--- src/inc/flash_power_pkg.sv ---
// Constants and types for the flash power-mode and reset controller
package flash_power_pkg;

   // ----------------------------------------------------------------
   // Clock and timing
   // ----------------------------------------------------------------
   localparam int CLK_PERIOD_NS = 8;
   localparam int CNT_W = 32;

   // Reset pulse width, minimum
   localparam int RESET_PULSE_NS = 200;
   localparam int RESET_PULSE_CYC =
      (RESET_PULSE_NS + CLK_PERIOD_NS - 1) / CLK_PERIOD_NS;

   // Reset hold period, minimum
   localparam int RESET_HOLD_US = 35;
   localparam int RESET_HOLD_CYC =
      (RESET_HOLD_US * 1000 + CLK_PERIOD_NS - 1) / CLK_PERIOD_NS;

   // Power-up delay, default of our own
   localparam int POWER_UP_DELAY_US = 300;
   localparam int POWER_UP_DELAY_CYC =
      (POWER_UP_DELAY_US * 1000 + CLK_PERIOD_NS - 1) / CLK_PERIOD_NS;

   // Release delay out of deep sleep, default of our own
   localparam int RELEASE_DELAY_NS = 3000;
   localparam int RELEASE_DELAY_CYC =
      (RELEASE_DELAY_NS + CLK_PERIOD_NS - 1) / CLK_PERIOD_NS;

   // Chip select deselect time before the pin acts as reset
   localparam int DESELECT_NS = 50;
   localparam int DESELECT_CYC =
      (DESELECT_NS + CLK_PERIOD_NS - 1) / CLK_PERIOD_NS;

   // ----------------------------------------------------------------
   // Opcodes and register bits
   // ----------------------------------------------------------------
   localparam logic [7:0] OP_DEEP_SLEEP = 8'hb9;
   localparam logic [7:0] OP_DEEP_SLEEP_RELEASE = 8'hab;
   localparam int STATUS_PENDING_BIT = 0;
   localparam int CONFIG_QUAD_BIT = 1;

   // ----------------------------------------------------------------
   // States
   // ----------------------------------------------------------------
   typedef enum logic [2:0] {
      ST_POWER_ON = 3'b000,
      ST_POR_HOLD = 3'b001,
      ST_RUN = 3'b010,
      ST_DEEP_SLEEP = 3'b011,
      ST_RELEASING = 3'b100,
      ST_HW_RESET = 3'b101
   } pwr_state_t;

endpackage

--- src/flash_power_mode_reset_ctrl.sv ---
// Power mode, deep sleep and reset qualification for a serial flash
// Notes on behaviour
// RULE_01: Chip select low means active power.
// RULE_02: Stay active until pending operations finish.
// RULE_03: Opcode b9 enters deep sleep.
// RULE_04: Deep sleep accepted only when nothing pending.
// RULE_05: In deep sleep only ab, then release delay.
// RULE_06: Power-on reset runs for the power-up delay.
// RULE_07: Host keeps chip select high during power-up.
// RULE_08: Pin is reset when deselected long or quad off.
// RULE_09: Reset pin ignored during power-on reset.
// RULE_10: Host waits hold time after late reset.
// RULE_11: Host keeps reset high setup time first.
// RULE_12: Long reset pulse aborts, floats, ignores for hold.
// RULE_13: After release, decode all instructions again.
`timescale 1ns/10ps
`default_nettype none

module flash_power_mode_reset_ctrl #(
   parameter int POWER_UP_CYCLES = flash_power_pkg::POWER_UP_DELAY_CYC,
   parameter int RESET_HOLD_CYCLES = flash_power_pkg::RESET_HOLD_CYC
) (
   input wire logic clk_i,
   input wire logic srst_i,
   input wire logic cs_n_i,
   input wire logic shared_io_reset_n_i,
   input wire logic cmd_valid_i,
   input wire logic [7:0] cmd_opcode_i,
   input wire logic [7:0] status_one_volatile_i,
   input wire logic [7:0] config_one_volatile_i,
   output logic active_power_o,
   output logic standby_o,
   output logic deep_sleep_o,
   output logic por_busy_o,
   output logic cmd_decode_en_o,
   output logic abort_o,
   output logic outputs_hiz_o,
   output logic cmd_ignored_o
);

   // ----------------------------------------------------------------
   // State record
   // ----------------------------------------------------------------
   typedef struct packed {
      flash_power_pkg::pwr_state_t st;
      logic [flash_power_pkg::CNT_W-1:0] cnt;
      logic [flash_power_pkg::CNT_W-1:0] cs_high_cnt;
      logic [flash_power_pkg::CNT_W-1:0] rst_low_cnt;
      logic [1:0] cs_sync;
      logic [1:0] rst_sync;
      logic active;
      logic ignored;
   } ctrl_state_t;

   localparam logic [flash_power_pkg::CNT_W-1:0] PU_LAST =
      flash_power_pkg::CNT_W'(POWER_UP_CYCLES - 1);
   localparam logic [flash_power_pkg::CNT_W-1:0] HOLD_LAST =
      flash_power_pkg::CNT_W'(RESET_HOLD_CYCLES - 1);
   localparam logic [flash_power_pkg::CNT_W-1:0] REL_LAST =
      flash_power_pkg::CNT_W'(flash_power_pkg::RELEASE_DELAY_CYC - 1);
   localparam logic [flash_power_pkg::CNT_W-1:0] DESEL_CNT =
      flash_power_pkg::CNT_W'(flash_power_pkg::DESELECT_CYC);
   localparam logic [flash_power_pkg::CNT_W-1:0] PULSE_CNT =
      flash_power_pkg::CNT_W'(flash_power_pkg::RESET_PULSE_CYC);
   localparam logic [flash_power_pkg::CNT_W-1:0] CNT_ONE =
      flash_power_pkg::CNT_W'(1);

   ctrl_state_t s_q;
   ctrl_state_t s_d;

   logic cs_n_s;
   logic rst_n_s;
   logic pending;
   logic quad_en;
   logic rst_qual;
   logic rst_fire;

   assign cs_n_s = s_q.cs_sync[1];
   assign rst_n_s = s_q.rst_sync[1];
   assign pending = status_one_volatile_i[flash_power_pkg::STATUS_PENDING_BIT];
   assign quad_en = config_one_volatile_i[flash_power_pkg::CONFIG_QUAD_BIT];

   // Pin acts as reset only after a long deselect or with quad off
   assign rst_qual = !quad_en
      || (cs_n_s && (s_q.cs_high_cnt > DESEL_CNT)); // see RULE_08
   assign rst_fire = rst_qual && (s_q.rst_low_cnt >= PULSE_CNT);

   // ----------------------------------------------------------------
   // Next state
   // ----------------------------------------------------------------
   always_comb begin
      s_d = s_q;
      s_d.cs_sync = {s_q.cs_sync[0], cs_n_i};
      s_d.rst_sync = {s_q.rst_sync[0], shared_io_reset_n_i};
      s_d.ignored = 1'b0;

      // Deselect timer, saturating
      if (!cs_n_s) begin
         s_d.cs_high_cnt = '0;
      end else if (s_q.cs_high_cnt <= DESEL_CNT) begin
         s_d.cs_high_cnt = s_q.cs_high_cnt + CNT_ONE;
      end

      // Low time of the qualified reset input, saturating
      if (rst_n_s || !rst_qual) begin
         s_d.rst_low_cnt = '0;
      end else if (s_q.rst_low_cnt < PULSE_CNT) begin
         s_d.rst_low_cnt = s_q.rst_low_cnt + CNT_ONE;
      end

      // Active while selected or while work is pending
      s_d.active = !cs_n_s || pending; // see RULE_01 see RULE_02

      case (s_q.st)
         flash_power_pkg::ST_POWER_ON: begin
            // Reset pin is only sampled when the power-up delay ends
            s_d.rst_low_cnt = '0; // see RULE_09
            if (s_q.cnt >= PU_LAST) begin // see RULE_06
               s_d.cnt = '0;
               s_d.st = rst_n_s ? flash_power_pkg::ST_RUN
                                : flash_power_pkg::ST_POR_HOLD;
            end else begin
               s_d.cnt = s_q.cnt + CNT_ONE;
            end
         end
         flash_power_pkg::ST_POR_HOLD: begin
            // Reset still low past power-up: stay in reset
            s_d.rst_low_cnt = '0;
            if (rst_n_s) begin
               s_d.st = flash_power_pkg::ST_RUN; // see RULE_10
            end
         end
         flash_power_pkg::ST_RUN: begin
            if (rst_fire) begin
               s_d.st = flash_power_pkg::ST_HW_RESET;
               s_d.cnt = '0;
            end else if (cmd_valid_i
                  && cmd_opcode_i == flash_power_pkg::OP_DEEP_SLEEP) begin
               if (!pending) begin
                  s_d.st = flash_power_pkg::ST_DEEP_SLEEP; // see RULE_03
               end else begin
                  s_d.ignored = 1'b1; // see RULE_04
               end
            end
         end
         flash_power_pkg::ST_DEEP_SLEEP: begin
            if (rst_fire) begin
               s_d.st = flash_power_pkg::ST_HW_RESET;
               s_d.cnt = '0;
            end else if (cmd_valid_i) begin
               if (cmd_opcode_i == flash_power_pkg::OP_DEEP_SLEEP_RELEASE)
               begin
                  s_d.st = flash_power_pkg::ST_RELEASING; // see RULE_05
                  s_d.cnt = '0;
               end else begin
                  s_d.ignored = 1'b1; // see RULE_05
               end
            end
         end
         flash_power_pkg::ST_RELEASING: begin
            if (rst_fire) begin
               s_d.st = flash_power_pkg::ST_HW_RESET;
               s_d.cnt = '0;
            end else begin
               if (cmd_valid_i) begin
                  s_d.ignored = 1'b1;
               end
               if (s_q.cnt >= REL_LAST) begin
                  s_d.st = flash_power_pkg::ST_RUN; // see RULE_13
                  s_d.cnt = '0;
               end else begin
                  s_d.cnt = s_q.cnt + CNT_ONE;
               end
            end
         end
         flash_power_pkg::ST_HW_RESET: begin
            // Abort, float outputs and drop commands for the hold time
            if (cmd_valid_i) begin
               s_d.ignored = 1'b1; // see RULE_12
            end
            s_d.rst_low_cnt = '0;
            if (s_q.cnt >= HOLD_LAST) begin
               s_d.st = flash_power_pkg::ST_RUN;
               s_d.cnt = '0;
            end else begin
               s_d.cnt = s_q.cnt + CNT_ONE;
            end
         end
         default: begin
            s_d.st = flash_power_pkg::ST_POWER_ON;
            s_d.cnt = '0;
         end
      endcase
   end

   // ----------------------------------------------------------------
   // Registers
   // ----------------------------------------------------------------
   always_ff @(posedge clk_i) begin
      if (srst_i) begin
         s_q.st <= flash_power_pkg::ST_POWER_ON;
         s_q.cnt <= '0;
         s_q.cs_high_cnt <= '0;
         s_q.rst_low_cnt <= '0;
         s_q.cs_sync <= 2'h3;
         s_q.rst_sync <= 2'h3;
         s_q.active <= 1'b0;
         s_q.ignored <= 1'b0;
      end else begin
         s_q <= s_d;
      end
   end

   // ----------------------------------------------------------------
   // Outputs
   // ----------------------------------------------------------------
   logic in_run;

   assign in_run = (s_q.st == flash_power_pkg::ST_RUN);
   assign active_power_o = in_run && s_q.active; // see RULE_01
   assign standby_o = in_run && !s_q.active; // see RULE_02
   assign deep_sleep_o = (s_q.st == flash_power_pkg::ST_DEEP_SLEEP)
      || (s_q.st == flash_power_pkg::ST_RELEASING);
   assign por_busy_o = (s_q.st == flash_power_pkg::ST_POWER_ON)
      || (s_q.st == flash_power_pkg::ST_POR_HOLD);
   assign cmd_decode_en_o = in_run; // see RULE_13
   assign abort_o = (s_q.st == flash_power_pkg::ST_HW_RESET); // see RULE_12
   assign outputs_hiz_o = !in_run; // see RULE_12
   assign cmd_ignored_o = s_q.ignored;

endmodule

`default_nettype wire

--- config.mk ---
export PLATFORM = sky130hd
export DESIGN_NAME = flash_power_mode_reset_ctrl
export DESIGN_NICKNAME = d
export VERILOG_FILES = /design/src/inc/flash_power_pkg.sv /design/src/flash_power_mode_reset_ctrl.sv
export SDC_FILE = /design/constraint.sdc
export NUM_CORES = 1
export LEC_CHECK = 0
export ABC_AREA = 1
export BUFFER_PORTS_ARGS = -buffer_cell sky130_fd_sc_hd__buf_2
export CAP_MARGIN = 10
export CORE_UTILIZATION = 60
export DETAILED_ROUTE_END_ITERATION = 10
export GPL_TIMING_DRIVEN = 0
export PLACE_DENSITY = 0.8
export RECOVER_POWER = 100
export SKIP_CTS_REPAIR_TIMING = 1
export SYNTH_ARGS = -nofsm -noshare
export SYNTH_HDL_FRONTEND = slang
export SYNTH_SLANG_ARGS = --single-unit
--- constraint.sdc ---
create_clock -name clk_i -period 2.8 [get_ports clk_i]
set_clock_uncertainty 0.2 [all_clocks]
set_input_delay 0.14 -clock clk_i [delete_from_list [all_inputs] [get_ports clk_i]]
set_output_delay 0.14 -clock clk_i [all_outputs]
set_load 0.05 [all_outputs]
==> impl_metrics.env <==
export IMPL_status="finished clean"
export IMPL_finalCriticalPeriod_ps=2530
export IMPL_syn_inst=666
export IMPL_cp_slowest_cell="nor3_2"
export IMPL_dr_first_iter_drc_count=151
export IMPL_grt_pass1_vias=3913
export IMPL_power_uw=3180
export IMPL_via_per_inst=5.04
export IMPL_num_vias=4089
export IMPL_leakagePower_uw=0.00227
export IMPL_path_class="reg -> out"
export IMPL_grt_ovfl_total=0
export IMPL_fin_nets=739
export IMPL_relSlewSlack=0.526
export IMPL_dp_hpwl_um=7070
export IMPL_met1_usage=0.274
export IMPL_fp_dieW_um=91.3
export IMPL_vdd_drop_max_mv=0.515
export IMPL_ios=37
export IMPL_cp_start_kind="flip-flop"
export IMPL_synth_common_cells="nor2_1, nand2_1, dfxtp_1"
export IMPL_synth_avg_cell_area_um2=7.19
export IMPL_final_cells=811
export IMPL_critPathMaxFanout=9
export IMPL_synth_most_common_cell="nor2_1"
export IMPL_place_inst=790
export IMPL_clockRootBuffer="clkbuf_8"
export IMPL_ys_seq_elements=105
export IMPL_powerDensity_nw_per_um2=613
export IMPL_arrival_ps=2190
export IMPL_syn_area_um2=4790
export IMPL_synth_top_area_frac=0.439
export IMPL_grt_max_degree=19
export IMPL_async_reset_ff_frac=0
export IMPL_die_h_um=91.3
export IMPL_ys_top_cells_by_area="dfxtp_1, nor2_1, nand2_1, inv_1, nand3_1"
export IMPL_htreeDepth=3
export IMPL_drive_gt1_frac=0.116
export IMPL_yosysSeqAreaShare=0.439
export IMPL_synth_cell_types=43
export IMPL_place_gp_congestion=0.909
export IMPL_use_met3=0.0335
export IMPL_finalSetupTns_ps=0
export IMPL_port_buffers=22
export IMPL_required_ps=2460
export IMPL_post_route_util=0.672
export IMPL_track_usage=0.239
export IMPL_cpPeakStageDelay_ps=630
export IMPL_cts_num_sinks=105
export IMPL_setup_viol=0
export IMPL_fmax_mhz=396
export IMPL_cts_buffer_depth=2
export IMPL_numCtsBuffers=9
export IMPL_clk_latency_ps=360
export IMPL_globalRouteMet2Util=0.441
export IMPL_tightest_slew_ps=708
export IMPL_syn_to_final_growth_pct=8.44
export IMPL_wire_per_inst_um=11.7
export IMPL_grt_pass1_wl_um=16200
export IMPL_floorplan_initialDensity=0.619
export IMPL_holdCritPathClass="in -> reg"
export IMPL_hold_viol=0
export IMPL_core_um2=7730
export IMPL_fillerInstances=684
export IMPL_tritoncts="yes"
export IMPL_clk_pin_slew_worst_paths_ps=90
export IMPL_yosys_warnings=0
export IMPL_max_cap_violations=0
export IMPL_min_period_over_period=0.903
export IMPL_diodes=0
export IMPL_dieArea_um2=8340
export IMPL_critPathBufInv=2
export IMPL_top_usage_layer="met2"
export IMPL_rsz0062_at_grt="false"
export IMPL_synth_edf_count=0
export IMPL_drc_errors=0
export IMPL_ant_nets=0
export IMPL_path_cells="nor3_2, inv_1, nand2_1, clkbuf_1"
export IMPL_yosysTopAreaCell="dfxtp_1"
export IMPL_synth_net_count=701
export IMPL_num_rows=32
export IMPL_antenna_found_initial=0
export IMPL_end_kind="output port"
export IMPL_synth_flop_cell="dfxtp_1"
export IMPL_dr_pass1_iters=5
export IMPL_crit_family="simple AND/OR/NAND/NOR gates"
export IMPL_maxSlewViolCount=0
export IMPL_routed_wirelength_um=9490
==> kinds of logic (layout without fill, tap and decap cells) <==
group,count (synthesis),count (layout),synth area share
adders and majority gates,6,6,0.0157
AOI/OAI and AO/OA,37,37,0.0465
DFF,105,105,0.439
xor gates and xnor gates,7,7,0.0128
and+or+nand+nor,377,377,0.374
buffers and inverters,134,177,0.112
==> layout by cell type (no fill, tap or decap), drive strengths merged, types with 2 or more instances in the layout <==
cell           n
o22ai          2
clkbuf        28
nor3          37
a21oi         27
nor3b          2
o21ai          5
clkinv         4
nor2         133
buf           22
nor4           4
xor2           6
nand2        127
dfxtp        105
nand4         20
ha             6
or2            7
nand3         42
inv          117
dlygate4sd3    5
nand3b         4
==> worst min-delay path, cell delays in order <==
cell	delay (ps)
buf_2	90
nand2_2	60
nand2_1	160
a21oi_1	60
==> power by group <==
group / switching [uW] / total [uW] / internal (uW)
combinational: 547 / 764 / 217
clock: 514 / 845 / 331
sequential: 44.7 / 1570 / 1530
total: 1100 / 3180 / 2080
==> per-layer routing <==
metal,vias up,part of all wire
met1,1873,0.45
li1,2140,-
met2,61,0.51
met4,0,0.014
met3,15,0.028
met5,-,0
==> cell type report <==
| type | instances | area (um2) | area share |
|---|---|---|---|
| plain buffers | 19 | 98.8 | 0.0190 |
| clock buffers | 9 | 124 | 0.0239 |
| clock inverters | 7 | 52.6 | 0.0101 |
| inverters | 115 | 434 | 0.0837 |
| multi-input cells | 427 | 2100 | 0.405 |
| flip-flops and latches | 105 | 2100 | 0.405 |
| well taps | 102 | 128 | 0.0246 |
| repair buffers | 27 | 151 | 0.0292 |
==> metrics by stage <==
stage | setup WS [ps] | hold WS, ps | instance area, um2
2_1_floorplan | -35.3 | 43.8 | 4790
5_1_grt | 191 | 30.8 | 5190
3_5_place_dp | 644 | 128 | 5020
6_report | 273 | 7.07 | 5190
4_1_cts | 449 | -252 | 5200
3_3_place_gp | 672 | 126 | 5020
==> state kept, by name, summed over array words and instances (netlist names) <==
register       flops
s_d                2
cs_n_s             1
s_q              100
cmd_ignored_o      1
rst_n_s            1
==> final timing paths <==
path                                               start          to  slack (ps)  depth (start not counted)
worst min register to register                    s_d[3]     rst_n_s         230                          1
worst max-delay path                            s_q[104]  por_busy_o         270                          4
worst max register to register                    s_q[6]     s_q[77]         380                         13
worst min-delay path            config_one_volatile_i[1]     s_q[10]           7                          4
Note: power is estimated with default switching activity, not from simulation.
